**src/pkg/eilc_pkg.sv**
```systemverilog
// Package with register map, field positions and timing counts.
package eilc_pkg;
    // =========================================================
    // Register map
    localparam logic [7:0] CTRL_OFFSET = 8'h88;
    localparam logic [7:0] IRQ_STATUS_OFFSET = 8'h90;
    localparam logic [7:0] IRQ_MASK_OFFSET = 8'h94;
    localparam logic [7:0] CORE_STATUS_OFFSET = 8'h98;
    localparam logic [7:0] CTRL_RESET = 8'h00;
    // =========================================================
    // Control register fields
    localparam int TYPE0_BIT = 0;
    localparam int FLAG0_BIT = 1;
    localparam int TYPE1_BIT = 2;
    localparam int FLAG1_BIT = 3;
    // =========================================================
    // Event bits of the status and mask registers
    localparam int EV_FLAG0_BIT = 0;
    localparam int EV_FLAG1_BIT = 1;
    localparam int EV_VECTOR_BIT = 2;
    localparam int EV_WAKE_BIT = 3;
    localparam logic [3:0] EV_RESET = 4'h0;
    // =========================================================
    // Timing
    localparam int CALL_CYCLES = 4;
    localparam int MIN_RESPONSE_CYCLES = 5;
    localparam int MAX_RESPONSE_CYCLES = 16;
    localparam logic [1:0] AXI_OKAY = 2'b00;
    localparam logic [1:0] AXI_SLVERR = 2'b10;
    typedef enum logic [1:0]
    {
        EILC_IDLE = 2'b00,
        EILC_CALL = 2'b01,
        EILC_SERVICE = 2'b10
    } eilc_state_t;
endpackage

```
**src/logic/eilc_sync.sv**
```systemverilog
// Three-stage pin synchroniser with agreement filter.
`timescale 1ns/1ps
module eilc_sync
(
    input wire logic aclk,
    input wire logic aresetn,
    input wire logic pin,
    output logic level
);
    logic [2:0] stage;
    logic [2:0] next_stage;
    logic next_level;

    // =========================================================
    // Filter
    // The first stage feeds only the second, to contain metastability.
    always_comb
    begin
        next_stage = {stage[1:0], pin};
        next_level = level;
        if (stage[1] == stage[2])
        begin
            next_level = stage[2];
        end
    end

    always_ff @(posedge aclk)
    begin
        if (!aresetn)
        begin
            stage <= 3'h7;
            level <= 1'b1;
        end
        else
        begin
            stage <= next_stage;
            level <= next_level;
        end
    end
endmodule

```
**src/logic/eilc_source.sv**
```systemverilog
// One external interrupt source: edge or level request flag.
`timescale 1ns/1ps
module eilc_source
(
    input wire logic aclk,
    input wire logic aresetn,
    input wire logic pin_level,
    input wire logic trigger_type,
    input wire logic sw_write,
    input wire logic sw_value,
    input wire logic vector_ack,
    output logic request_flag
);
    logic prev_level;
    logic next_flag;
    logic fall;

    // =========================================================
    // Flag logic
    assign fall = prev_level && !pin_level;

    always_comb
    begin
        next_flag = request_flag;
        if (!trigger_type)
        begin
            // Level mode ignores writes and the vector acknowledge.
            next_flag = !pin_level;
        end
        else if (fall)
        begin
            next_flag = 1'b1;
        end
        else if (vector_ack)
        begin
            next_flag = 1'b0;
        end
        else if (sw_write)
        begin
            next_flag = sw_value;
        end
    end

    always_ff @(posedge aclk)
    begin
        if (!aresetn)
        begin
            prev_level <= 1'b1;
            request_flag <= 1'b0;
        end
        else
        begin
            prev_level <= pin_level;
            request_flag <= next_flag;
        end
    end
endmodule

```
**src/logic/eilc_top.sv**
```systemverilog
// Top of the external interrupt and vector latency controller.
// Notes on behaviour
// - Poll and resolve priority every clock.
// - Vector call lasts four cycles, five least.
// - Response never exceeds sixteen cycles.
// - Defer call until instruction end, priority free.
// - Trigger bit: zero low level, one falling edge.
// - Edge mode sets flag on high then low.
// - Edge flag clears on vectoring, software writable.
// - Level flag mirrors inverted pin, read only.
// - Level flag not cleared on entry.
// - Pin still low after return re-requests.
// - Either pin wakes from power-down.
// - Control bits 3..0 flag1,type1,flag0,type0; reset zero.
// - Call only when unblocked and not protected instruction.
// - Blocked requests are not remembered; here an edge flag stays set and is taken once unblocked.
//
// The AXI4-Lite slave port was left to the implementer.
`timescale 1ns/1ps
module eilc_top
(
    input wire logic aclk,
    input wire logic aresetn,
    input wire logic ext_irq0_pin_n,
    input wire logic ext_irq1_pin_n,
    input wire logic last_cycle,
    input wire logic protected_instr,
    input wire logic return_from_interrupt,
    input wire logic power_down,
    input wire logic [7:0] s_axi_awaddr,
    input wire logic s_axi_awvalid,
    output logic s_axi_awready,
    input wire logic [31:0] s_axi_wdata,
    input wire logic [3:0] s_axi_wstrb,
    input wire logic s_axi_wvalid,
    output logic s_axi_wready,
    output logic [1:0] s_axi_bresp,
    output logic s_axi_bvalid,
    input wire logic s_axi_bready,
    input wire logic [7:0] s_axi_araddr,
    input wire logic s_axi_arvalid,
    output logic s_axi_arready,
    output logic [31:0] s_axi_rdata,
    output logic [1:0] s_axi_rresp,
    output logic s_axi_rvalid,
    input wire logic s_axi_rready,
    output logic hardware_vector_call,
    output logic vector_source,
    output logic in_service,
    output logic wake_up,
    output logic irq
);
    logic lvl0;
    logic lvl1;
    logic flag0;
    logic flag1;
    logic type0;
    logic type1;
    logic prio0;
    logic prio1;
    logic ack0;
    logic ack1;
    logic sw_wr_ctrl;
    logic [3:0] status;
    logic [3:0] mask;
    logic [3:0] events;
    eilc_pkg::eilc_state_t state;
    eilc_pkg::eilc_state_t next_state;
    logic [2:0] call_cnt;
    logic [2:0] next_call_cnt;
    logic cur_src;
    logic next_cur_src;
    logic take;
    logic pick;
    logic [31:0] w_data;

    // =========================================================
    // Pin synchronisers
    eilc_sync u_sync0
    (
        .aclk(aclk),
        .aresetn(aresetn),
        .pin(ext_irq0_pin_n),
        .level(lvl0)
    );

    eilc_sync u_sync1
    (
        .aclk(aclk),
        .aresetn(aresetn),
        .pin(ext_irq1_pin_n),
        .level(lvl1)
    );

    // =========================================================
    // Request flags
    eilc_source u_src0
    (
        .aclk(aclk),
        .aresetn(aresetn),
        .pin_level(lvl0),
        .trigger_type(type0),
        .sw_write(sw_wr_ctrl),
        .sw_value(w_data[eilc_pkg::FLAG0_BIT]),
        .vector_ack(ack0),
        .request_flag(flag0)
    );

    eilc_source u_src1
    (
        .aclk(aclk),
        .aresetn(aresetn),
        .pin_level(lvl1),
        .trigger_type(type1),
        .sw_write(sw_wr_ctrl),
        .sw_value(w_data[eilc_pkg::FLAG1_BIT]),
        .vector_ack(ack1),
        .request_flag(flag1)
    );

    // =========================================================
    // Vectoring
    // Source 0 wins a tie unless only source 1 has priority; only a higher
    // priority nests, and a blocked level request is not remembered.
    always_comb
    begin
        pick = 1'b0;
        if (flag1 && (!flag0 || (prio1 && !prio0)))
        begin
            pick = 1'b1;
        end
        take = (flag0 || flag1) && last_cycle && !protected_instr;
        if (state == eilc_pkg::EILC_SERVICE)
        begin
            take = take && !return_from_interrupt
                && (pick ? prio1 : prio0) && !(cur_src ? prio1 : prio0);
        end
        else if (state == eilc_pkg::EILC_CALL)
        begin
            take = 1'b0;
        end
        next_state = state;
        next_call_cnt = call_cnt;
        next_cur_src = cur_src;
        case (state)
            eilc_pkg::EILC_IDLE, eilc_pkg::EILC_SERVICE:
            begin
                if (return_from_interrupt && state == eilc_pkg::EILC_SERVICE)
                begin
                    next_state = eilc_pkg::EILC_IDLE;
                end
                else if (take)
                begin
                    next_state = eilc_pkg::EILC_CALL;
                    next_call_cnt = 3'(eilc_pkg::CALL_CYCLES - 1);
                    next_cur_src = pick;
                end
            end
            eilc_pkg::EILC_CALL:
            begin
                if (call_cnt == 3'h0)
                begin
                    next_state = eilc_pkg::EILC_SERVICE;
                end
                else
                begin
                    next_call_cnt = call_cnt - 3'h1;
                end
            end
            default:
            begin
                next_state = eilc_pkg::EILC_IDLE;
            end
        endcase
    end

    assign ack0 = take && !pick;
    assign ack1 = take && pick;
    always_ff @(posedge aclk)
    begin
        if (!aresetn)
        begin
            state <= eilc_pkg::EILC_IDLE;
            call_cnt <= 3'h0;
            cur_src <= 1'b0;
            hardware_vector_call <= 1'b0;
            vector_source <= 1'b0;
            in_service <= 1'b0;
            wake_up <= 1'b0;
        end
        else
        begin
            state <= next_state;
            call_cnt <= next_call_cnt;
            cur_src <= next_cur_src;
            hardware_vector_call <= (next_state == eilc_pkg::EILC_CALL);
            vector_source <= next_cur_src;
            in_service <= (next_state == eilc_pkg::EILC_SERVICE);
            wake_up <= power_down && (!lvl0 || !lvl1);
        end
    end

    // =========================================================
    // Register bus
    logic aw_held;
    logic w_held;
    logic [7:0] aw_addr;
    logic [3:0] w_strb;
    logic wr_go;

    assign wr_go = aw_held && w_held && !s_axi_bvalid;
    assign sw_wr_ctrl = wr_go && aw_addr == eilc_pkg::CTRL_OFFSET
        && w_strb[0];
    assign events = {wake_up, ack0 || ack1, flag1, flag0};

    always_ff @(posedge aclk)
    begin
        if (!aresetn)
        begin
            aw_held <= 1'b0;
            w_held <= 1'b0;
            aw_addr <= 8'h00;
            w_data <= 32'h0;
            w_strb <= 4'h0;
            s_axi_bvalid <= 1'b0;
            s_axi_bresp <= eilc_pkg::AXI_OKAY;
            s_axi_arready <= 1'b0;
            s_axi_awready <= 1'b0;
            s_axi_wready <= 1'b0;
            s_axi_rvalid <= 1'b0;
            s_axi_rdata <= 32'h0;
            s_axi_rresp <= eilc_pkg::AXI_OKAY;
            type0 <= eilc_pkg::CTRL_RESET[eilc_pkg::TYPE0_BIT];
            type1 <= eilc_pkg::CTRL_RESET[eilc_pkg::TYPE1_BIT];
            prio0 <= 1'b0;
            prio1 <= 1'b0;
            mask <= eilc_pkg::EV_RESET;
            status <= eilc_pkg::EV_RESET;
            irq <= 1'b0;
        end
        else
        begin
            if (s_axi_awvalid && s_axi_awready)
            begin
                aw_held <= 1'b1;
                aw_addr <= s_axi_awaddr;
            end
            if (s_axi_wvalid && s_axi_wready)
            begin
                w_held <= 1'b1;
                w_data <= s_axi_wdata;
                w_strb <= s_axi_wstrb;
            end
            // Set wins over write-one-to-clear.
            status <= status | events;
            if (wr_go)
            begin
                aw_held <= 1'b0;
                w_held <= 1'b0;
                s_axi_bvalid <= 1'b1;
                s_axi_bresp <= eilc_pkg::AXI_OKAY;
                if (aw_addr == eilc_pkg::CTRL_OFFSET)
                begin
                    if (w_strb[0])
                    begin
                        type0 <= w_data[eilc_pkg::TYPE0_BIT];
                        type1 <= w_data[eilc_pkg::TYPE1_BIT];
                    end
                    if (w_strb[1])
                    begin
                        prio0 <= w_data[8];
                        prio1 <= w_data[9];
                    end
                end
                else if (aw_addr == eilc_pkg::IRQ_STATUS_OFFSET)
                begin
                    if (w_strb[0])
                    begin
                        status <= (status & ~w_data[3:0]) | events;
                    end
                end
                else if (aw_addr == eilc_pkg::IRQ_MASK_OFFSET)
                begin
                    if (w_strb[0])
                    begin
                        mask <= w_data[3:0];
                    end
                end
                else if (aw_addr != eilc_pkg::CORE_STATUS_OFFSET)
                begin
                    s_axi_bresp <= eilc_pkg::AXI_SLVERR;
                end
            end
            else if (s_axi_bvalid && s_axi_bready)
            begin
                s_axi_bvalid <= 1'b0;
            end
            irq <= |((status | events) & mask);
            s_axi_awready <= !(s_axi_awvalid && s_axi_awready) && !aw_held
                && !(s_axi_bvalid && !s_axi_bready);
            s_axi_wready <= !(s_axi_wvalid && s_axi_wready) && !w_held
                && !(s_axi_bvalid && !s_axi_bready);
            s_axi_arready <= s_axi_arvalid && !s_axi_arready && !s_axi_rvalid;
            if (s_axi_arvalid && s_axi_arready)
            begin
                s_axi_rvalid <= 1'b1;
                s_axi_rresp <= eilc_pkg::AXI_OKAY;
                s_axi_rdata <= 32'h0;
                if (s_axi_araddr == eilc_pkg::CTRL_OFFSET)
                begin
                    s_axi_rdata <= {22'h0, prio1, prio0, 4'h0, flag1, type1,
                        flag0, type0};
                end
                else if (s_axi_araddr == eilc_pkg::IRQ_STATUS_OFFSET)
                begin
                    s_axi_rdata <= {28'h0, status};
                end
                else if (s_axi_araddr == eilc_pkg::IRQ_MASK_OFFSET)
                begin
                    s_axi_rdata <= {28'h0, mask};
                end
                else if (s_axi_araddr == eilc_pkg::CORE_STATUS_OFFSET)
                begin
                    s_axi_rdata <= {29'h0, cur_src, state};
                end
                else
                begin
                    s_axi_rresp <= eilc_pkg::AXI_SLVERR;
                end
            end
            else if (s_axi_rvalid && s_axi_rready)
            begin
                s_axi_rvalid <= 1'b0;
            end
        end
    end

    // =========================================================
    // Checks
    call_len_a: assert property (@(posedge aclk) disable iff (!aresetn)
        $rose(hardware_vector_call) |-> hardware_vector_call[*4]
        ##1 !hardware_vector_call)
        else $error("vector call not four cycles");
    call_cond_a: assert property (@(posedge aclk) disable iff (!aresetn)
        $rose(hardware_vector_call) |-> $past(last_cycle)
        && !$past(protected_instr))
        else $error("call taken while blocked");
    edge_set_a: assert property (@(posedge aclk) disable iff (!aresetn)
        type0 && $fell(lvl0) && $stable(type0) |=> flag0)
        else $error("edge flag not set");
    level_mirror_a: assert property (@(posedge aclk) disable iff (!aresetn)
        !type0 && !$past(type0) |-> flag0 == !$past(lvl0))
        else $error("level flag not mirroring");
    edge_clear_a: assert property (@(posedge aclk) disable iff (!aresetn)
        ack1 && type1 && !(lvl1 == 1'b0 && $past(lvl1)) |=> !flag1)
        else $error("edge flag not cleared on vector");
    level_keep_a: assert property (@(posedge aclk) disable iff (!aresetn)
        ack0 && !type0 && !lvl0 |=> flag0)
        else $error("level flag cleared on vector");
    response_a: assert property (@(posedge aclk) disable iff (!aresetn)
        take |=> ##4 in_service)
        else $error("service not reached in time");
    wake_a: assert property (@(posedge aclk) disable iff (!aresetn)
        power_down && !lvl1 |=> wake_up)
        else $error("no wake-up");
    call_c: cover property (@(posedge aclk) take && !pick);
    nest_c: cover property (@(posedge aclk) take && in_service);
    rewake_c: cover property (@(posedge aclk) return_from_interrupt ##1 take);
endmodule

```
**config.mk**
```make
export PLATFORM = sky130hd
export DESIGN_NAME = eilc_top
export DESIGN_NICKNAME = d
export VERILOG_FILES = /design/src/pkg/eilc_pkg.sv /design/src/logic/eilc_sync.sv /design/src/logic/eilc_source.sv /design/src/logic/eilc_top.sv
export SDC_FILE = /design/constraint.sdc
export NUM_CORES = 1
export LEC_CHECK = 0
export ABC_AREA = 1
export ABC_CLOCK_PERIOD_IN_PS = 1300
export BUFFER_PORTS_ARGS = -buffer_cell sky130_fd_sc_hd__buf_2
export CAP_MARGIN = 30
export CORE_MARGIN = 2
export CORE_UTILIZATION = 40
export DETAILED_ROUTE_END_ITERATION = 7
export PLACE_DENSITY_LB_ADDON = 0.08
export SYNTH_ARGS = -nofsm -noshare
export SYNTH_HDL_FRONTEND = slang
export SYNTH_HIERARCHICAL = 1
export SYNTH_SLANG_ARGS = --single-unit
```
**constraint.sdc**
```tcl
create_clock -name aclk -period 1.3 [get_ports aclk]
set_input_delay 0.065 -clock aclk [delete_from_list [all_inputs] [get_ports aclk]]
set_output_delay 0.065 -clock aclk [all_outputs]
set_load 0.01 [all_outputs]
```
Word level (Yosys, flattened, before mapping). Index checks and enable logic that the tools add are counted.

Reductions and logical operators: 63. Equality and inequality tests: 19. Mux-type cells: 41. Add/sub/neg operators: 1. Bitwise gates (word level): 9.

Operators with widths (number): 8-bit == test, second input constant (7); 1-bit logical AND (29); 4-bit 2-to-1 mux (6); 2-bit 2-to-1 mux (11); 1-bit logical NOT (17); 1-bit 2-to-1 mux (17); 3-bit 2-to-1 mux (4); 10-bit 2-to-1 mux (1); 3-bit AND reduction (3); 4-bit bitwise AND (2); 4-bit by 1-bit != test with 1-bit output, second input constant (2); 8-bit != test, second input constant (1); 4-bit OR (2); 2-bit != test, second input constant (3); 3-bit one-hot mux with 2 select lines (1); 2-bit nonzero test (3); 5-bit AND reduction (1); 2-bit by 1-bit == test with 1-bit output, second input constant (2); 2-bit == test, second input constant (2); 1-bit logical OR (4); 1-bit inverter (4); 4-bit inverter (1); 2-bit one-hot mux with 2 select lines (1); 4-bit AND reduction (1); other kinds (6) (8).

Output and inout port bits: 46. Bits in registers: 97.

Depth between registers and ports, before layout.
Depth after elaboration: 16. Depth in mapped cells: 13. Gate-level depth less buffers: 13.

Cells and area by module. Netlist, hierarchy kept.

By module, submodules not included: eilc_top (cells an instance 337, instances 1, area each 2492.4 um2, sequential area each 1061.0 um2); eilc_sync (cells an instance 17, instances 2, area each 133.9 um2, sequential area each 80.1 um2); eilc_source (cells an instance 16, instances 2, area each 96.3 um2, sequential area each 40.0 um2).

Worst setup path after synthesis. No wires, ideal clock.

Path type: register to register. Start point: register call_cnt[0]. End point: register call_cnt[2]. Arrival: 1357 ps. Cell stages (with the launch flop): 6. Clock period less this slack: 1427 ps. Data required time: 1230 ps. Setup slack: -127 ps. Cell sequence: dfxtp_1 -> inv_1 -> ha_1 -> ha_1 -> or4_1 -> a21oi_1.

Longest elaborated chain between the ends: 3.

Ends and longest elaborated chain: start, declared (RTL line eilc_top.sv:69) `logic [2:0] call_cnt;`; start signal, assigned (RTL line eilc_top.sv:194) `call_cnt <= next_call_cnt;`; 3-bit by 1-bit subtractor with 3-bit output or 3-bit logical NOT (tied branches) (RTL line eilc_top.sv:167, eilc_top.sv:161); 3-bit 2-to-1 mux or 2-bit != test (tied branches); 3-bit one-hot mux with 2 select lines or 4-bit AND reduction (tied branches).

Parallel ways exist; a longest one is shown, timed or not. The select of a mux whose other input is x is not followed. A chain may end at the register's enable or synchronous reset.

Final worst setup path. Ends and elaborated chain as after synthesis.

==> flow_metrics.tcl <==
set metrics [dict create \
    violations "negative setup slack" \
    r2r-end "call_cnt[2]" \
    fin_area_mm2 0.00399 \
    final_nets 573 \
    pre_cts_ws_ns -0.148 \
    min_to "aw_addr[0]" \
    timing.final.crit_share_pct 108 \
    seqCellArea_mm2 0.00131 \
    synth.distinct_cells 31 \
    area_delta_synth_final_pct 35.3 \
    dp.cells 576 \
    crit_path_max_incr_delay_ns 0.51 \
    fmaxAchievable_ghz 0.712 \
    postPlaceCellArea_mm2 0.00343 \
    crit_slowest_cell "or4_1" \
    drive_gt1_share_pct 33.7 \
    drc 0 \
    wirelength_um 6450 \
    whs_path_depth 3 \
    worstRegToRegCells 5 \
    postSynthCellCount 403 \
    start_kind "register" \
    overflow 0 \
    slew_viol_final 0 \
    cts_buffer_depth 2 \
    r2r_slack_ns -0.11 \
    grt_antenna_before_repair 0 \
    cts_root_buf "clkbuf_8" \
    finalHoldViolations 0 \
    synth_top_area_share_pct 44.1 \
    wl_per_cell_um 10.6 \
    reg2reg_from "call_cnt[0]" \
    synth_area_leaders "dfxtp_1, nand2_1, buf_4, inv_1, a21oi_1" \
    worstHoldStart "s_axi_awaddr[0]" \
    outcome "finished with violations" \
    fin_util_pct 55.4 \
    fill_cells 710 \
    max-cap-violations 0 \
    rows 31 \
    initial_core_util_pct 40.9 \
    setup-violations-final 6 \
    grt_start_max_net_pins 26 \
    crit_chain "inv_2, ha_4, ha_4, or4_1, a21oi_1" \
    final_cells 610 \
    whs_ns 0.0233 \
    cp.arrival_ns 1.67 \
    tritoncts "done" \
    cts.reportedPaths.clkPinSlew_ns 0.07 \
    p_leak_nw 1.89 \
    grt_usage_pct 17.1 \
    hold_class "primary input to register" \
    grt_pass1_wl_um 11300 \
    place_congestion 0.762 \
    multi_input_area_mm2 0.00145 \
    grt_pass1_vias 2610 \
    dieArea_mm2 0.00809 \
    die_x_um 89.9 \
    cp_max_fo 2 \
    rsz0062_at_grt "true" \
    drtIter0Drc 86 \
    hpwl_um 4790 \
    antenna_cells 0 \
    cts_buffers 9 \
    ir_drop_mv 0.819 \
    synth_area_mm2 0.00295 \
    avgSynthCellArea_um2 7.33 \
    post-synth-top-area-cell "dfxtp_1" \
    powerDensity_mw_per_mm2 1020 \
    die_h_um 89.9 \
    htreeDepth 3 \
    worst_skew_pair.late_latency_ns 0.34 \
    cp_common_cell "ha_4" \
    cts_sinks 65 \
    setup_slack_ns -0.105 \
    cp.required_ns 1.56 \
    final.min_clock_period_ns 1.41 \
    ys_warn_count 6 \
    port_buffers 54 \
    ios 111 \
    detail-route-antenna-nets 0 \
    vias 2688 \
    coreArea_mm2 0.00721 \
    endpoint_kind "register" \
    critPathKind "register to register" \
    drtPass1Iterations 4 \
    vias_per_cell 4.41 \
    seq_area_frac_synth_pct 44.1 \
    fin_worst_skew_ns 0.0108 \
    ys_seq_elements 65 \
]
==> cells in the mapped netlist (all sizes together) <==
cell type	instances
buf	29
nand3	25
a31oi	1
o211ai	3
clkbuf	6
or4	1
nand3b	2
conb	1
clkinv	2
ha	2
dfxtp	65
a311oi	3
nor2	48
a211oi	1
nor3	8
nand4	5
o21ai	31
inv	65
a21oi	37
nand2	68
==> worst max-delay path by stage <==
stage	from	slack, ns	to
after floorplan	call_cnt[0]	-0.08	call_cnt[2]
after global placement	u_src1/request_flag	-0.11	in_service
after detailed placement	call_cnt[0]	-0.15	call_cnt[2]
after CTS	call_cnt[0]	-0.11	call_cnt[2]
after global routing	prio0	-0.18	cur_src
final	call_cnt[0]	-0.11	call_cnt[2]
==> registers in the layout (all words and copies together) (netlist names), 2 cells and up <==
register	flops
mask	4
s_axi_rdata	6
w_strb	2
status	4
call_cnt	3
state	2
u_sync0/stage	3
u_sync1/stage	3
w_data	6
aw_addr	8
==> layout make-up <==
class / instances / share of cell area (%)
tap: 99 / 3.10
clock inverter: 3 / 0.595
sequential: 65 / 32.9
clock buffer: 13 / 4.23
timing repair buffer: 100 / 16.6
multi-input combinational: 263 / 36.2
inverter: 67 / 6.42
==> placed cells by master (no fill, tap or decap), types with 2 or more instances in the layout <==
master / count
a21oi_1: 35
a21oi_2: 2
a311oi_1: 3
buf_2: 54
buf_4: 29
buf_6: 3
clkbuf_8: 12
clkinvlp_4: 2
conb_1: 28
dfxtp_1: 57
dfxtp_2: 7
dlygate4sd3_1: 14
ha_4: 2
inv_1: 52
inv_2: 12
inv_4: 2
nand2_1: 49
nand2_2: 12
nand2_4: 7
nand3_1: 17
nand3_2: 7
nand3b_1: 2
nand4_1: 5
nor2_1: 37
nor2_2: 6
nor2_4: 5
nor3_1: 5
nor3_4: 2
o211ai_1: 3
o21ai_0: 22
o21ai_1: 5
o21ai_2: 4
==> report_power, final <==
part	internal (mW)	switching, mW
registers	2.06	0.0457
logic	0.153	0.221
clock network	0.852	0.750
==> through the flow <==
step / TNS (ns) / total power [mW]
after floorplan: -0.0818 / 2.40
after global routing: -1.52 / 4.29
after global placement: -0.688 / 2.46
after detailed placement: -0.808 / 2.47
after CTS: -0.300 / 4.12
final: -0.260 / 4.08
==> critical path: cells and delay by family (launching register included) <==
kind,cells,cell delay [ns]
DFF,1,0.33
AOI/OAI and AO/OA,1,0.13
buffers and inverters,1,0.05
adders and majority gates,2,0.31
and+or+nand+nor,1,0.51
==> logic make-up after synthesis <==
logic type / synth area share (%)
and+or+nand+nor: 24.6
buffers and inverters: 16.6
AOI/OAI and AO/OA: 13.8
DFF: 44.1
adders and majority gates: 0.847
other: 0.127
==> what timing repair did <==
action	4_1_cts	5_1_grt
endpoints found under the hold margin	14	0
setup endpoints to repair	14	23
buffers inserted	2	2
resized for setup	29	33
pin swaps	6	6
hold buffers	14	0
==> metal layers <==
| layer | GRT usage (%) | share of wire (%) | up-vias |
|---|---|---|---|
| met3 | 5.95 | 5.3 | 2 |
| met1 | 22.7 | 49 | 1184 |
| met5 | 0 | 0 | - |
| met4 | 4.10 | 0.34 | 0 |
| li1 | - | - | 1436 |
| met2 | 27.0 | 45 | 66 |
Note: power is estimated with default switching activity, not from simulation.
